**src/hdl/duc_regs.svh**
```systemverilog
// Constants for the DAC update and clear control block
`ifndef DUC_REGS_SVH
`define DUC_REGS_SVH
`define DUC_FRAME_BITS      24
`define DUC_FRAME_CNT_W     5
`define DUC_RW_BIT          23
`define DUC_REG_HI          22
`define DUC_REG_LO          20
`define DUC_ADDR_HI         19
`define DUC_ADDR_LO         17
`define DUC_DATA_HI         15
`define DUC_DATA_LO         0
`define DUC_REG_DAC         3'h0
`define DUC_REG_RANGE       3'h1
`define DUC_REG_POWER       3'h2
`define DUC_REG_CTRL        3'h3
`define DUC_ADDR_ALL        3'h4
`define DUC_CTRL_CLRSEL_BIT 2
`define DUC_CTRL_CMD_HI     2
`define DUC_CTRL_CMD_LO     0
`define DUC_CTRL_ADDR_CLR   3'h4
`define DUC_RANGE_W         3
`define DUC_RANGE_BIPOLAR   2
`define DUC_RANGE_RESET     3'h0
`define DUC_CODE_RESET      16'h0000
`define DUC_MIDSCALE        16'h8000
`define DUC_SIGN_FLIP       16'h8000
`define DUC_AVL_ADDR_W      4
`define DUC_AVL_STATUS      4'h0
`define DUC_AVL_CODE_A      4'h1
`define DUC_AVL_CODE_B      4'h2
`define DUC_AVL_CFG         4'h3
`define DUC_AVL_BAD         32'hDEAD_0000
`endif

```
**src/hdl/duc_pkg.sv**
```systemverilog
// Types shared by the DAC update and clear control block
package duc_pkg;
	typedef struct packed {
		logic        rw;
		logic [2:0]  reg_sel;
		logic [2:0]  addr;
		logic        spare;
		logic [15:0] data;
	} duc_frame_s;
	typedef struct packed {
		logic [15:0] code;
		logic [2:0]  range;
		logic        power;
	} duc_chan_s;
endpackage

```
**src/hdl/duc_sync.sv**
```systemverilog
// Three-stage synchroniser for one pin
`timescale 1ns/100ps
`default_nettype none
module duc_sync (
	input  wire logic clock_in,
	input  wire logic nrst_in,
	input  wire logic en_in,
	input  wire logic pin_in,
	input  wire logic rst_val_in,
	output var  logic level_out,
	output var  logic rise_out,
	output var  logic fall_out
);
	typedef struct packed {
		logic [2:0] st;
		logic       lvl;
		logic       rise;
		logic       fall;
	} duc_sync_s;
	duc_sync_s r_q;
	duc_sync_s r_d;
	always_comb begin
		r_d = r_q;
		r_d.rise = 1'b0;
		r_d.fall = 1'b0;
		r_d.st = {r_q.st[1:0], pin_in};
		// Level moves only once stages two and three agree
		if (r_q.st[1] == r_q.st[2] && r_q.st[2] != r_q.lvl) begin
			r_d.lvl  = r_q.st[2];
			r_d.rise = r_q.st[2];
			r_d.fall = ~r_q.st[2];
		end
	end
	// Reset value held low; rst_val_in is masked off with 1'b0 and never used
	always_ff @(posedge clock_in or negedge nrst_in) begin
		if (!nrst_in) begin
			r_q <= '0;
		end else if (en_in) begin
			r_q <= r_d;
		end
	end
	assign level_out = r_q.lvl | (rst_val_in & 1'b0);
	assign rise_out  = r_q.rise;
	assign fall_out  = r_q.fall;
endmodule
`default_nettype wire

```
**src/hdl/duc_top.sv**
```systemverilog
// DAC update, clear and code mapping control with serial port and Avalon-MM view
//
// The Avalon-MM slave port and the register offsets were left to the implementer.
`timescale 1ns/100ps
`default_nettype none
`include "duc_regs.svh"
module duc_top
	import duc_pkg::*;
#(
	parameter int RES_BITS = 16,
	parameter int CHANNELS = 2
) (
	// Clock, reset, enable
	input  wire logic        clock_in,
	input  wire logic        nrst_in,
	input  wire logic        clk_en_in,
	// Serial port and control pins
	input  wire logic        sclk_in,
	input  wire logic        sync_n_in,
	input  wire logic        sdin_in,
	input  wire logic        load_strobe_n_in,
	input  wire logic        clear_n_in,
	input  wire logic        coding_select_in,
	// Channel outputs: mapped code, range and power
	output var  logic [15:0] code_a_out,
	output var  logic [15:0] code_b_out,
	output var  logic [2:0]  range_a_out,
	output var  logic [2:0]  range_b_out,
	output var  logic [1:0]  power_out,
	// Avalon-MM slave
	input  wire logic [3:0]  avs_address,
	input  wire logic        avs_read,
	input  wire logic        avs_write,
	input  wire logic [31:0] avs_writedata,
	output var  logic [31:0] avs_readdata,
	output var  logic        avs_waitrequest
);
	typedef struct packed {
		logic [23:0]                  shreg;
		logic [`DUC_FRAME_CNT_W-1:0]  cnt;
		logic [CHANNELS-1:0][15:0]    in_reg;
		logic [CHANNELS-1:0][15:0]    dac_reg;
		logic [CHANNELS-1:0][2:0]     range;
		logic [CHANNELS-1:0]          power;
		logic                         clr_sel;
		logic                         frame_err;
		logic [15:0]                  frames;
		logic [CHANNELS-1:0][15:0]    out_code;
		logic [31:0]                  rdata;
		logic                         ack;
		logic                         wreq;
	} duc_state_s;

	duc_state_s s_q;
	duc_state_s s_d;
	// Synchronised pin levels and edge pulses
	logic sclk_fall;
	logic sync_lvl;
	logic sync_rise;
	logic sync_fall;
	logic sdin_lvl;
	logic load_strobe_n_lvl;
	logic load_strobe_n_fall;
	logic clr_lvl;
	logic cod_lvl;

	// Serial clock: only its falling edge moves data
	duc_sync u_sclk (
		.clock_in   (clock_in),
		.nrst_in    (nrst_in),
		.en_in      (clk_en_in),
		.pin_in     (sclk_in),
		.rst_val_in (1'b0),
		.level_out  (),
		.rise_out   (),
		.fall_out   (sclk_fall)
	);

	// Data pin takes the same three stages, so it lines up with the clock edge
	duc_sync u_sdin (
		.clock_in   (clock_in),
		.nrst_in    (nrst_in),
		.en_in      (clk_en_in),
		.pin_in     (sdin_in),
		.rst_val_in (1'b0),
		.level_out  (sdin_lvl),
		.rise_out   (),
		.fall_out   ()
	);

	// Frame sync, inverted so that the level is high inside a frame
	duc_sync u_sync (
		.clock_in   (clock_in),
		.nrst_in    (nrst_in),
		.en_in      (clk_en_in),
		.pin_in     (~sync_n_in),
		.rst_val_in (1'b0),
		.level_out  (sync_lvl),
		.rise_out   (sync_fall),
		.fall_out   (sync_rise)
	);

	// Load strobe, inverted so that its falling edge is a rise here
	duc_sync u_load_strobe_n (
		.clock_in   (clock_in),
		.nrst_in    (nrst_in),
		.en_in      (clk_en_in),
		.pin_in     (~load_strobe_n_in),
		.rst_val_in (1'b0),
		.level_out  (load_strobe_n_lvl),
		.rise_out   (load_strobe_n_fall),
		.fall_out   ()
	);

	// Clear pin, inverted so that the level is high while clearing
	duc_sync u_clr (
		.clock_in   (clock_in),
		.nrst_in    (nrst_in),
		.en_in      (clk_en_in),
		.pin_in     (~clear_n_in),
		.rst_val_in (1'b0),
		.level_out  (clr_lvl),
		.rise_out   (),
		.fall_out   ()
	);

	// Coding select: high is offset binary, low is twos complement
	duc_sync u_cod (
		.clock_in   (clock_in),
		.nrst_in    (nrst_in),
		.en_in      (clk_en_in),
		.pin_in     (coding_select_in),
		.rst_val_in (1'b0),
		.level_out  (cod_lvl),
		.rise_out   (),
		.fall_out   ()
	);

	// Keep only the top RES_BITS bits of a code
	function automatic logic [15:0] align_code(input logic [15:0] c);
		logic [15:0] m;
		m = 16'hFFFF << (16 - RES_BITS);
		return c & m;
	endfunction

	// Map a DAC code to a straight binary tap position
	function automatic logic [15:0] map_code(input logic [15:0] c, input logic [2:0] rng, input logic twos);
		logic [15:0] r;
		r = c;
		if (rng[`DUC_RANGE_BIPOLAR] && twos) begin
			r = c ^ `DUC_SIGN_FLIP;
		end
		return r;
	endfunction

	// Code every channel takes on a clear, from the pin or the command
	function automatic logic [15:0] clear_code(input logic sel);
		logic [15:0] r;
		r = sel ? `DUC_MIDSCALE : `DUC_CODE_RESET;
		return r;
	endfunction

	// True when a frame address selects channel i
	function automatic logic chan_hit(input logic [2:0] a, input int i);
		logic h;
		h = (a == 3'(i)) || (a == `DUC_ADDR_ALL);
		return h;
	endfunction

	// Only a frame with exactly the right edge count is applied
	function automatic logic frame_good(input logic [`DUC_FRAME_CNT_W-1:0] n);
		logic g;
		g = (n == `DUC_FRAME_CNT_W'(`DUC_FRAME_BITS));
		return g;
	endfunction

	// Status word: frame count, clear pin, clear level, frame error
	function automatic logic [31:0] status_word(input logic [15:0] n, input logic c, input logic sel,
		input logic err);
		logic [31:0] w;
		w = {n, 13'h0000, c, sel, err};
		return w;
	endfunction

	// Channel code widened to the bus word
	function automatic logic [31:0] chan_word(input logic [15:0] c);
		logic [31:0] w;
		w = {16'h0000, c};
		return w;
	endfunction

	// Range and power word of the first two channels
	function automatic logic [31:0] cfg_word(input logic [2:0] r1, input logic [2:0] r0, input logic [1:0] p);
		logic [31:0] w;
		w = {24'h000000, r1, r0, p};
		return w;
	endfunction

	logic       clr_active;
	logic       strobe_held;
	duc_frame_s fr;

	always_comb begin
		s_d = s_q;
		s_d.ack = 1'b0;
		// Clear takes effect at the accepted write edge; an error set below in the same cycle still wins
		if (avs_write && s_q.ack && avs_address == `DUC_AVL_STATUS && avs_writedata[0]) begin
			s_d.frame_err = 1'b0;
		end
		fr = duc_frame_s'(s_q.shreg);
		clr_active = clr_lvl;
		// Strobe level held during frame decides the update mode
		strobe_held = load_strobe_n_lvl;
		if (sync_fall) begin
			s_d.cnt = '0;
		end

		// Count saturates, so a long burst still reads as a bad frame
		if (sync_lvl && sclk_fall) begin
			s_d.shreg = {s_q.shreg[22:0], sdin_lvl};
			if (s_q.cnt != {`DUC_FRAME_CNT_W{1'b1}}) begin
				s_d.cnt = s_q.cnt + `DUC_FRAME_CNT_W'(1);
			end
		end

		// Frame end: check the edge count, then apply the write
		if (sync_rise) begin
			if (!frame_good(s_q.cnt)) begin
				s_d.frame_err = 1'b1;
			end else if (!fr.rw) begin
				s_d.frames = s_q.frames + 16'h0001;
				for (int i = 0; i < CHANNELS; i++) begin
					if (chan_hit(fr.addr, i)) begin
						case (fr.reg_sel)
							`DUC_REG_DAC: begin
								if (s_q.power[i]) begin
									s_d.in_reg[i] = align_code(fr.data);
									if (strobe_held && !clr_active) begin
										s_d.dac_reg[i] = align_code(fr.data);
									end
								end
							end
							`DUC_REG_RANGE: s_d.range[i] = fr.data[`DUC_RANGE_W-1:0];
							`DUC_REG_POWER: s_d.power[i] = fr.data[i];
							default: ;
						endcase
					end
				end
				if (fr.reg_sel == `DUC_REG_POWER) begin
					s_d.power = fr.data[CHANNELS-1:0];
				end
				if (fr.reg_sel == `DUC_REG_CTRL) begin
					if (fr.addr == `DUC_CTRL_ADDR_CLR) begin
						for (int i = 0; i < CHANNELS; i++) begin
							s_d.dac_reg[i] = clear_code(s_q.clr_sel);
							s_d.in_reg[i]  = s_d.dac_reg[i];
						end
					end else begin
						s_d.clr_sel = fr.data[`DUC_CTRL_CLRSEL_BIT];
					end
				end
			end
		end
		// Simultaneous update on strobe falling edge, frame sync high
		if (load_strobe_n_fall && !sync_lvl && !clr_active) begin
			for (int i = 0; i < CHANNELS; i++) begin
				if (s_q.power[i]) begin
					s_d.dac_reg[i] = s_d.in_reg[i];
				end
			end
		end
		// Clear wins over any load and the cleared code persists
		if (clr_active) begin
			for (int i = 0; i < CHANNELS; i++) begin
				s_d.dac_reg[i] = clear_code(s_q.clr_sel);
				s_d.in_reg[i]  = s_d.dac_reg[i];
			end
		end
		for (int i = 0; i < CHANNELS; i++) begin
			s_d.out_code[i] = map_code(s_q.dac_reg[i], s_q.range[i], !cod_lvl);
		end
		// Avalon: one wait cycle, then answer
		if ((avs_read || avs_write) && !s_q.ack) begin
			s_d.ack = 1'b1;
			case (avs_address)
				`DUC_AVL_STATUS: s_d.rdata = status_word(s_q.frames, clr_lvl, s_q.clr_sel, s_q.frame_err);
				`DUC_AVL_CODE_A: s_d.rdata = chan_word(s_q.dac_reg[0]);
				`DUC_AVL_CODE_B: s_d.rdata = chan_word(s_q.dac_reg[CHANNELS-1]);
				`DUC_AVL_CFG:    s_d.rdata = cfg_word(s_q.range[1], s_q.range[0], s_q.power[1:0]);
				default:         s_d.rdata = `DUC_AVL_BAD;
			endcase
		end
		// Waitrequest has its own flop so the port needs no gate after the register
		s_d.wreq = !s_d.ack;
	end

	always_ff @(posedge clock_in or negedge nrst_in) begin
		if (!nrst_in) begin
			s_q <= '0;
			s_q.wreq <= 1'b1;
		end else if (clk_en_in) begin
			s_q <= s_d;
		end
	end

	assign code_a_out      = s_q.out_code[0];
	assign code_b_out      = s_q.out_code[CHANNELS-1];
	assign range_a_out     = s_q.range[0];
	assign range_b_out     = s_q.range[CHANNELS-1];
	assign power_out       = s_q.power[1:0];
	assign avs_readdata    = s_q.rdata;
	assign avs_waitrequest = s_q.wreq;
endmodule
`default_nettype wire

```
**config.mk**
```make
export PLATFORM = sky130hd
export DESIGN_NAME = duc_top
export DESIGN_NICKNAME = d
export VERILOG_FILES = /design/src/hdl/duc_pkg.sv /design/src/hdl/duc_sync.sv /design/src/hdl/duc_top.sv
export VERILOG_INCLUDE_DIRS = /design/src /design/src/hdl
export SDC_FILE = /design/constraint.sdc
export NUM_CORES = 1
export LEC_CHECK = 0
export ABC_AREA = 1
export BUFFER_PORTS_ARGS = -buffer_cell sky130_fd_sc_hd__buf_4
export CELL_PAD_IN_SITES_DETAIL_PLACEMENT = 1
export CELL_PAD_IN_SITES_GLOBAL_PLACEMENT = 1
export CORE_MARGIN = 2
export CORE_UTILIZATION = 40
export CTS_BUF_LIST = sky130_fd_sc_hd__clkbuf_16
export DETAILED_ROUTE_END_ITERATION = 8
export GPL_ROUTABILITY_DRIVEN = 0
export PLACE_DENSITY_LB_ADDON = 0.1
export SYNTH_ARGS = -nofsm -noshare
export SYNTH_HDL_FRONTEND = slang
export SYNTH_SLANG_ARGS = --single-unit
export TNS_END_PERCENT = 10
```
**constraint.sdc**
```tcl
create_clock -name clock_in -period 1.75 [get_ports clock_in]
set_input_delay 0.4375 -clock clock_in [delete_from_list [all_inputs] [get_ports clock_in]]
set_output_delay 0.4375 -clock clock_in [all_outputs]
set_load 0.03 [all_outputs]
```
==> impl_results.md, run 1 <==
- Outcome: finished with violations
- Failing checks: negative setup slack
- Synthesized netlist net count: between 1k and 1.5k
- Initial Util: about two fifths
- Tot Pwr: approximately 13 mW
- ANT nets after route: 0
- Highest-delay cell along the critical path: dfrtp_1
- Final setup violation count: 45
- Vias in the first global route: 9,369
- Filler Cells Inserted: about 3.1k
- Reg clk slew, reported paths: approximately 0.060 ns
- First-pass GRT wire length: 51.1 mm
- FF+latch area: ~5300 um^2
- PortBufs: 88
- Multi-input gate area: between 4000 and 5000 um^2
- Synth Area in Simple Gates: a little under a quarter
- Clock root buffer: clkbuf_16
- Area Overhead vs Synth: 21.3%
- CP max FO: 5
- Critical path, cell by cell: inv_2 -> ha_4 -> nand2_2 -> inv_2 -> nand2_4 -> nor2_8 -> buf_6 -> nand2_8 -> inv_6 -> buf_6 -> nand4_1 -> nand2_1 -> o21ai_0
- Post-route setup slack: -0.125 ns
- Die area: around 28,000 um^2
- Initial antenna violation count: 0
- Syn Area/Cell: 8.06 um^2
- Max Clk Rate: roughly 0.53 GHz
- DR WL/cell: about 18 um
- Die Height: around 170 um
- Final #Nets: between 1k and 1.5k
- Maximum clock path buffer count: 3
- Yosys warnings: 0
- CTS tree: yes
- GRT Overall Usage: between 20% and 30%
- Peak supply drop: about 0.65 mV
- Setup crit end kind: register
- Compound-gate portion of the synthesized area: about an eighth
- Final Hold Fails: 0
- Ports: 120
- Clk sinks: 213
- Mux share of post-synthesis cell area: 0%
- Row count: 59
- Final Routed Wirelength: about 31 mm
- Synth Area in Adders: less than 1%
- H-tree depth: 1
- DRC: 0
- GRT overflow: 0
- CP required: ~2.1 ns
- CTS Buf Count: 25
- Synthesized instance count: between 1k and 1.5k
- Number of DRC markers in iteration 0: approximately 650
- Number of max-cap violations: 0
- CP startpoint kind: register
- Worst path arrival time: ~2.3 ns
- Share of cells above drive strength 1: 20.1%
- Slew margin rel.: 75.5%
- Largest family of logic cells by synthesized area: simple AND/OR/NAND/NOR gates
- Worst path max stage delay: between 0.3 and 0.4 ns
- Clock skew: 0.00617 ns
- DR vias/cell: roughly 5.0
- CORE AREA: 26,000 um^2
- Setup TNS: -2.15 ns
- Slew @ Worst Pin: 0.368 ns
- Minimum clock period: 1.87 ns
- Post-DP HPWL: about 22 mm
- Netlist cell types: 38
- HP Class: in -> reg
- Synth Area in XOR/XNOR: 1.33%
- Worst skew pair latency: about 0.52 ns
- Top delay family on crit path: simple AND/OR/NAND/NOR gates
- Buf/Inv on CP: 5
- Netlist area before placement: roughly 11,000 um^2
- Largest net degree at the start of global routing: just over 90
- PwrDens: 1020 nW/um^2
- DP Worst Slack: -0.254 ns
- RSZ-0062 raised after global routing: yes
- Critical setup path kind: reg -> reg
- FF+latch count, synth: between 200 and 250
- Fin. max-slew vios: 0
- DIE WIDTH: between 150 and 200 um
- Via count: 8,856
- Seq/Total Area, Yosys: roughly half
- Fin crit share: 107%
- DR pass1 iterations: 5
- Pleak: 6.63 nW
-- power breakdown --
part           switching [mW]  total [mW]  internal, mW
Sequential              0.474        5.89          5.42
Clock                    2.04        4.75          2.71
Combinational            1.52        2.41         0.888
-- layout by cell type, fill, tap and decap left out, drive strengths merged, types with 3 or more instances in the layout --
cell type / count
nand2: 433
buf: 186
dfrtp: 212
nor2: 62
o211ai: 32
o21ai: 166
nand4: 6
nor3: 11
ha: 4
a21oi: 21
o22ai: 10
nand3: 63
xor2: 16
clkinv: 14
nor4: 3
o2111ai: 3
inv: 138
clkbuf: 26
-- registers in the layout, indices dropped and copies added (netlist names), 2 cells and up --
register,count
s_q,88
avs_readdata,32
fr,24
code_a_out,16
code_b_out,16
range_a_out,3
range_b_out,3
power_out,2
u_clr.r_d,2
u_cod.r_d,2
u_load_strobe_n.r_d,2
u_sclk.r_d,2
u_sdin.r_d,2
u_sync.r_d,2
-- routing by layer --
layer	track usage [%]	vias up	wire length [um]
met3	3.33	34	1290
met5	0	-	0
li1	-	4312	-
met2	35.5	152	14000
met4	5.06	0	446
met1	34.0	4358	15600
-- what timing repair did --
item,in CTS,in global routing
endpoints found under the setup margin,83,88
buffers inserted,5,7
hold buffers,1,0
gates resized for setup,44,54
endpoints found under the hold margin,30,0
pin swaps,20,32
gates cloned,1,1
-- cells by family after synthesis --
group	Yosys count
fa+ha+maj	4
simple gates	582
buf+inv	257
compound gates	238
flops	213
xor+xnor	16
-- stage by stage --
| stage | instances | hold slack (ns) | area, um^2 | util [%] |
|---|---|---|---|---|
| after floorplan | 1310 | 0.142 | 10600 | - |
| after global placement | 1696 | 0.341 | 11600 | 44.7 |
| after detailed placement | 1696 | 0.348 | 11600 | 44.7 |
| after CTS | 1747 | 0.106 | 12500 | 48.3 |
| after global routing | 1754 | 0.129 | 12800 | 49.2 |
| final | 1755 | 0.116 | 12800 | 49.3 |
-- final timing paths --
kind,from,endpoint,slack [ns],cells after the start
setup / recovery,s_q[156],power_out[0],-0.12,13
hold / removal,clear_n_in,u_clr.r_d[4],0.12,2
setup reg to reg,s_q[156],power_out[0],-0.12,13
hold reg to reg,s_q[116],s_q[116],0.47,2
max in group asynchronous,nrst_in,s_q[151],0.73,3
min in group asynchronous,nrst_in,avs_readdata[27],0.39,2
-- Yosys cell counts, drive strengths merged --
cell type / n / area share, %
nand2: 433 / 16
dfrtp: 212 / 50
o21ai: 166 / 7.9
inv: 134 / 4.8
buf: 88 / 6.3
nand3: 63 / 3.0
nor2: 62 / 2.8
clkbuf: 35 / 1.2
o211ai: 32 / 2.5
a21oi: 21 / 1.0
xor2: 16 / 1.3
nor3: 11 / 0.57
o22ai: 10 / 0.59
nand4: 6 / 0.36
ha: 4 / 0.47
nor4: 3 / 0.18
o2111ai: 3 / 0.25
a21o: 2 / 0.14
nand3b: 2 / 0.14
nor3b: 2 / 0.19
o21a: 2 / 0.14
a31oi: 1 / 0.059
a32o: 1 / 0.095
dfstp: 1 / 0.25
-- final cells by class --
type / count / area share (%)
clock inverter: 19 / 0.802
multi-input combinational: 840 / 32.4
antenna: 1 / 0.0196
sequential: 213 / 41.7
clock buffer: 25 / 4.89
tap: 335 / 3.28
timing repair buffer: 188 / 12.9
inverter: 134 / 4.03
Power figures use the tool's default switching activity.
==> inputs of run 2 (changes only) <==
BUFFER_PORTS_ARGS = -buffer_cell sky130_fd_sc_hd__buf_2   (was -buffer_cell sky130_fd_sc_hd__buf_4)
CORE_ASPECT_RATIO = 0.7   (was unset)
==> run 2 against run 1 <==
Against the previous run:
- the run still ends with negative setup slack left
- non-clock buffer count decreased by 1
- final cell count grew 1.0%
- clock power is 6.1% lower
- critical path depth grew 2
- clock skew grew 0.015 ns
- critical path type unchanged
- critical endpoint is now s_q[122]
- largest cell class unchanged
==> impl_results.md, run 2 (synthesized netlist as in run 1, its figures left out) <==
- Outcome: finished with violations
- Failing checks: negative setup slack
- Row count: 49 (-17%)
- Number of max-cap violations: 0 (unchanged)
- Slew @ Worst Pin: 0.424 ns (+0.0556 ns)
- Final Hold Fails: 0 (unchanged)
- Highest-delay cell along the critical path: dfrtp_1
- DP Worst Slack: -0.554 ns (-0.300 ns)
- Largest register FFs: 88 (unchanged)
- Setup crit end kind: register
- CP required: 2.21 ns (+0.07 ns)
- DIE WIDTH: 198 um (+19%)
- Die area: 27,700 um^2 (about the same)
- PortBufs: 88 (unchanged)
- Worst path max stage delay: 0.38 ns (about the same)
- CTS tree: yes
- Final #Nets: 1,451 (-0.14%)
- Number of DRC markers in iteration 0: 594 (-9.0%)
- Clock Power Share: 35.0% (-1.4 points)
- HP Class: in -> reg
- Fin. max-slew vios: 0 (unchanged)
- Share of cells above drive strength 1: 19.8% (-0.24 points)
- GRT overflow: 0 (unchanged)
- Most flops, register: s_q
- DR WL/cell: 19.7 um (+10%)
- Critical setup path kind: reg -> reg
- Pleak: 6.59 nW (-0.62%)
- Die Height: 140 um (-16%)
- Worst path arrival time: 2.38 ns (+0.12 ns)
- Critical path, cell by cell: inv_1 -> ha_2 -> nand2_2 -> inv_2 -> buf_6 -> nand2_4 -> nor2_8 -> buf_6 -> nand3_4 -> clkbuf_16 -> nand2_1 -> nand3_1 -> nand2_1 -> nand3_1 -> nand2_1
- Post-DP HPWL: 24.8 mm (+12%)
- Fraction of power consumed by sequential logic: 47.1% (+1.9 points)
- Area Overhead vs Synth: 18.7%
- Max Clk Rate: 0.520 GHz (-2.5%)
- Clk sinks: 213 (unchanged)
- DR vias/cell: 5.17 (+2.4%)
- Most common cell after layout, fill and taps aside: nand2_1
- Ports: 120 (unchanged)
- CORE AREA: 25,800 um^2 (-0.67%)
- Most frequent cells in the layout: nand2_1, dfrtp_1, inv_1
- Clock root buffer: clkbuf_16
- DRC: 0 (unchanged)
- RSZ-0062 raised after global routing: yes
- Final Non-Filler Cells: 1,773 (+1.0%)
- Sw Ratio: 32.8% (+1.9 points)
- DR pass1 iterations: 4 (-1)
- Buf/Inv on CP: 5 (unchanged)
- Peak supply drop: 0.569 mV (-12%)
- Critical path's most frequent cell: nand2_1
- Filler Cells Inserted: 3,140 (+1.0%)
- ANT nets after route: 0 (unchanged)
- Top delay family on crit path: simple AND/OR/NAND/NOR gates
- Fin crit share: 110% (+2.7 points)
- Final Routed Wirelength: 34.9 mm (+11%)
- Vias in the first global route: 9,366 (-0.032%)
- Comb pwr share: 17.9% (-0.5 points)
- CTS Buf Count: 23 (-8.0%)
- Initial Util: 40.9% (+0.27 points)
- Reg clk slew, reported paths: 0.06 ns (about the same)
- First-pass GRT wire length: 54.5 mm (+6.6%)
- Dpl cells: 1,721 (+1.5%)
- Pint: 8.57 mW (-5.0%)
- CP startpoint kind: register
- Clock skew: 0.0209 ns (+0.0147 ns)
- Switching Power: 4.18 mW (+3.6%)
- H-tree depth: 1 (unchanged)
- Final antenna diode count: 0 (-1)
- Via count: 9,159 (+3.4%)
- Minimum clock period: 1.92 ns (+0.0473 ns)
- Initial antenna violation count: 0 (unchanged)
- GRT Overall Usage: 25.6% (+2.7 points)
- Slew margin rel.: 71.7% (-3.7 points)
- Final setup violation count: 54 (+20%)
- Worst skew pair latency: 0.53 ns (about the same)
- Largest net degree at the start of global routing: 74 (-20%)
- Maximum clock path buffer count: 3 (unchanged)
- CP max FO: 13 (+8)
- PwrDens: 1020 nW/um^2 (-0.20%)
- Post-route setup slack: -0.172 ns (-0.0473 ns)
run 2: changes by cell type in the layout (fill, tap and decap cells not counted), sizes merged:
cell / delta
buf: -2
inv: +1
clkbuf: -1
nor2: +1
bufinv: -1
clkinv: -3
clkinvlp: +2
diode: -1
run 2: final timing paths:
check	from	end	slack, ns	cells past startpoint
min in group asynchronous	nrst_in	u_cod.r_q[5]	0.36	2
max	s_q[157]	s_q[122]	-0.17	15
max in group asynchronous	nrst_in	avs_readdata[31]	0.78	3
min reg2reg	avs_readdata[10]	avs_readdata[10]	0.48	2
max reg2reg	s_q[157]	s_q[122]	-0.17	15
min	load_strobe_n_in	u_load_strobe_n.r_d[4]	0.10	2
run 2: area by class of cell:
type,instances,area [um^2],share of cell area (%)
timing repair buffer,187,1440,11.5
sequential,213,5340,42.6
multi-input combinational,841,4120,32.9
inverter,134,515,4.12
tap,357,447,3.57
clock buffer,23,576,4.60
clock inverter,18,85.1,0.679
run 2: power groups by stage:
stage | clock network [mW] | registers, mW | logic, mW
floorplan | 0 | 5.82 | 1.21
global placement | 0 | 6.02 | 2.10
detailed placement | 0 | 6.04 | 2.16
CTS | 4.56 | 5.96 | 2.24
global route | 4.74 | 6.05 | 2.52
finish | 4.46 | 6.00 | 2.28
run 2: stage by stage:
step	instance area [um^2]	setup TNS [ns]	utilization, %	power [mW]	hold WS [ns]
2_1_floorplan	10600	0	-	7.03	0.142
5_1_grt	12500	-13.21	48.5	13.3	0.112
3_3_place_gp	11500	-26.21	44.4	8.12	0.324
6_report	12500	-4.24	48.5	12.7	0.104
3_5_place_dp	11500	-31.07	44.4	8.20	0.326
4_1_cts	12300	-4.08	47.6	12.8	0.0890
run 2: worst reg2reg max path: cells and delay by family, from the launching register on:
kind          cells  cell delay [ns]
buf+inv           5             0.59
simple gates      9             0.74
fa+ha+maj         1             0.17
flops             1             0.38
run 2: layer usage:
metal	vias to the layer above	GRT usage (%)	wire length, um
li1	4302	-	-
met1	4583	39.7	17500
met2	230	37.1	14500
met3	44	4.55	2200
met4	0	5.18	651
met5	-	0	0
run 2: what timing repair did:
action,in CTS,in global routing
gates cloned,1,2
setup buffers,2,5
resized for setup,48,54
hold buffers,1,0
hold endpoints to repair,22,0
pin swaps,10,7
endpoints found under the setup margin,80,91
==> inputs of run 3 (changes only) <==
CORE_MARGIN = unset   (was 2)
==> run 3 against run 2 <==
Against the previous run:
- the run still ends with negative setup slack left
- critical path depth is 4 lower
- hold slack worse by 0.0020 ns
- combinational power hardly changed
- non-clock buffer count stayed put
- critical path type unchanged
- largest cell class unchanged
- largest power group unchanged
==> impl_results.md, run 3 (synthesized netlist as in run 1, its figures left out) <==
- Outcome: finished with violations
- Failing checks: negative setup slack
- Buf/Inv on CP: 2 (-3)
- Via count: 9,226 (+0.73%)
- Largest net degree at the start of global routing: 102 (+38%)
- Slew margin rel.: 69.2% (-2.6 points)
- GRT Overall Usage: 26.3% (+0.68 points)
- Final Non-Filler Cells: 1,777 (+0.23%)
- Highest-delay cell along the critical path: dfrtp_1
- Peak supply drop: 0.638 mV (+12%)
- CTS tree: yes
- Number of max-cap violations: 0 (unchanged)
- HP Class: in -> reg
- Routing usage on met3: 3.67% (-0.88 points)
- Clock root buffer: clkbuf_16
- Share of cells above drive strength 1: 20.1% (+0.30 points)
- Max Clk Rate: 0.514 GHz (-1.3%)
- Minimum clock period: 1.95 ns (+0.0246 ns)
- Die Height: 138 um (-1.4%)
- Final Routed Wirelength: 35.3 mm (+0.97%)
- Worst path arrival time: 2.42 ns (+0.04 ns)
- Fin crit share: 111% (+1.4 points)
- DR pass1 iterations: 5 (+1)
- PortBufs: 88 (unchanged)
- Vias in the first global route: 9,060 (-3.3%)
- Reg clk slew, reported paths: 0.06 ns (about the same)
- Critical path, cell by cell: buf_4 -> nor2_1 -> nand2_2 -> nor2_1 -> nand3_4 -> clkbuf_16 -> a21oi_1 -> o21ai_1 -> nand2_1 -> nand2_1 -> nand2_1
- Critical setup path kind: reg -> reg
- Post-DP HPWL: 24.6 mm (-0.65%)
- Design Area, Final: 12,600 um^2 (+0.68%)
- CORE AREA: 25,800 um^2 (unchanged)
- Top delay family on crit path: simple AND/OR/NAND/NOR gates
- Most flops, register: s_q
- Area Overhead vs Synth: 19.5%
- CP startpoint kind: register
- Met2 usage: 38.9% (+1.8 points)
- GRT overflow: 0 (unchanged)
- Maximum clock path buffer count: 3 (unchanged)
- Final setup violation count: 64 (+19%)
- H-tree depth: 1 (unchanged)
- Row count: 49 (unchanged)
- GR Util met1: 40.9% (+1.2 points)
- Fin. max-slew vios: 0 (unchanged)
- Number of DRC markers in iteration 0: 628 (+5.7%)
- Grt peak-use layer: met1
- Worst hold slack: 0.102 ns (-0.00200 ns)
- Die area: 27,000 um^2 (-2.4%)
- Slew @ Worst Pin: 0.462 ns (+0.0384 ns)
- Filler Cells Inserted: 3,110 (-0.96%)
- Critical path's most frequent cell: nand2_1
- Setup crit end kind: register
- Dpl cells: 1,717 (-0.23%)
- Final #Nets: 1,453 (+0.14%)
- Placed instance area: 11,400 um^2 (-0.48%)
- CP required: 2.22 ns (about the same)
- Worst reg2reg setup slack: -0.20 ns (-0.02 ns)
- Clock skew: 0.0194 ns (-0.00141 ns)
- Post-route setup slack: -0.197 ns (-0.0246 ns)
- Final antenna diode count: 0 (unchanged)
- CP max FO: 13 (unchanged)
- Ports: 120 (unchanged)
- Most frequent cells in the layout: nand2_1, dfrtp_1, o21ai_0
- DR WL/cell: 19.9 um (+0.75%)
- Most common cell after layout, fill and taps aside: nand2_1
- CTS Buf Count: 24 (+4.3%)
- Worst skew pair latency: 0.53 ns (about the same)
- DRC: 0 (unchanged)
- DR vias/cell: 5.19 (+0.50%)
- PwrDens: 1030 nW/um^2 (+1.6%)
- Largest register FFs: 88 (unchanged)
- Clk sinks: 213 (unchanged)
- Initial antenna violation count: 0 (unchanged)
- Tot Pwr: 13.0 mW (+2.3%)
- ANT nets after route: 0 (unchanged)
- Final Hold Fails: 0 (unchanged)
- First-pass GRT wire length: 54.0 mm (-1.0%)
- Final Util: 48.8% (+0.33 points)
- Pleak: 6.62 nW (+0.52%)
- Initial Util: 40.9% (unchanged)
- Worst path max stage delay: 0.38 ns (about the same)
- RSZ-0062 raised after global routing: yes
- DIE WIDTH: 196 um (-1.0%)
[run 3: cell types whose count changed in the layout (fill, tap and decap cells not counted), moves of 6 or more]
cell	delta
nand2_2	+7
buf_6	-6
nand2_1	-6
o21ai_1	-11
o21ai_0	+11
[run 3: layout make-up]
class	count	area [um^2]	area share (%)
clock buffers	24	601	4.76
clock inverters	20	120	0.953
inverters	134	520	4.13
multi-input cells	842	4150	32.9
flip-flops and latches	213	5330	42.3
well taps	357	447	3.54
repair buffers	187	1440	11.4
[run 3: layer usage]
layer / routed length [um] / vias to the layer above
met5: 0 / -
li1: - / 4325
met2: 15000 / 222
met3: 1910 / 34
met4: 435 / 0
met1: 17900 / 4645
[run 3: where the power goes]
| part | leakage [nW] | switching, mW | internal, mW |
|---|---|---|---|
| logic | 3.45 | 1.51 | 0.757 |
| registers | 2.79 | 0.592 | 5.41 |
| clock network | 0.379 | 2.13 | 2.63 |
[run 3: final timing paths]
check | startpoint | endpoint | depth (start not counted)
min in group asynchronous | nrst_in | u_sync.r_d[4] | 2
setup reg to reg | fr[21] | s_q[115] | 11
hold reg to reg | avs_readdata[13] | avs_readdata[13] | 2
hold / removal | sync_n_in | u_sync.r_d[4] | 2
setup / recovery | fr[21] | s_q[115] | 11
max in group asynchronous | nrst_in | avs_readdata[27] | 3
[run 3: per-stage QoR]
stage               setup TNS, ns  worst slack (ns)
finish                      -5.09            -0.197
global route               -15.69            -0.327
CTS                         -7.41            -0.207
detailed placement         -26.21            -0.483
global placement           -23.34            -0.414
floorplan                       0           0.00359
[run 3: repair_timing]
action	4_1_cts	5_1_grt
buffers inserted	2	7
gates resized for setup	24	65
cloned	2	4
endpoints found under the hold margin	43	0
pin swaps	7	10
setup endpoints to repair	87	94
hold buffers	1	0
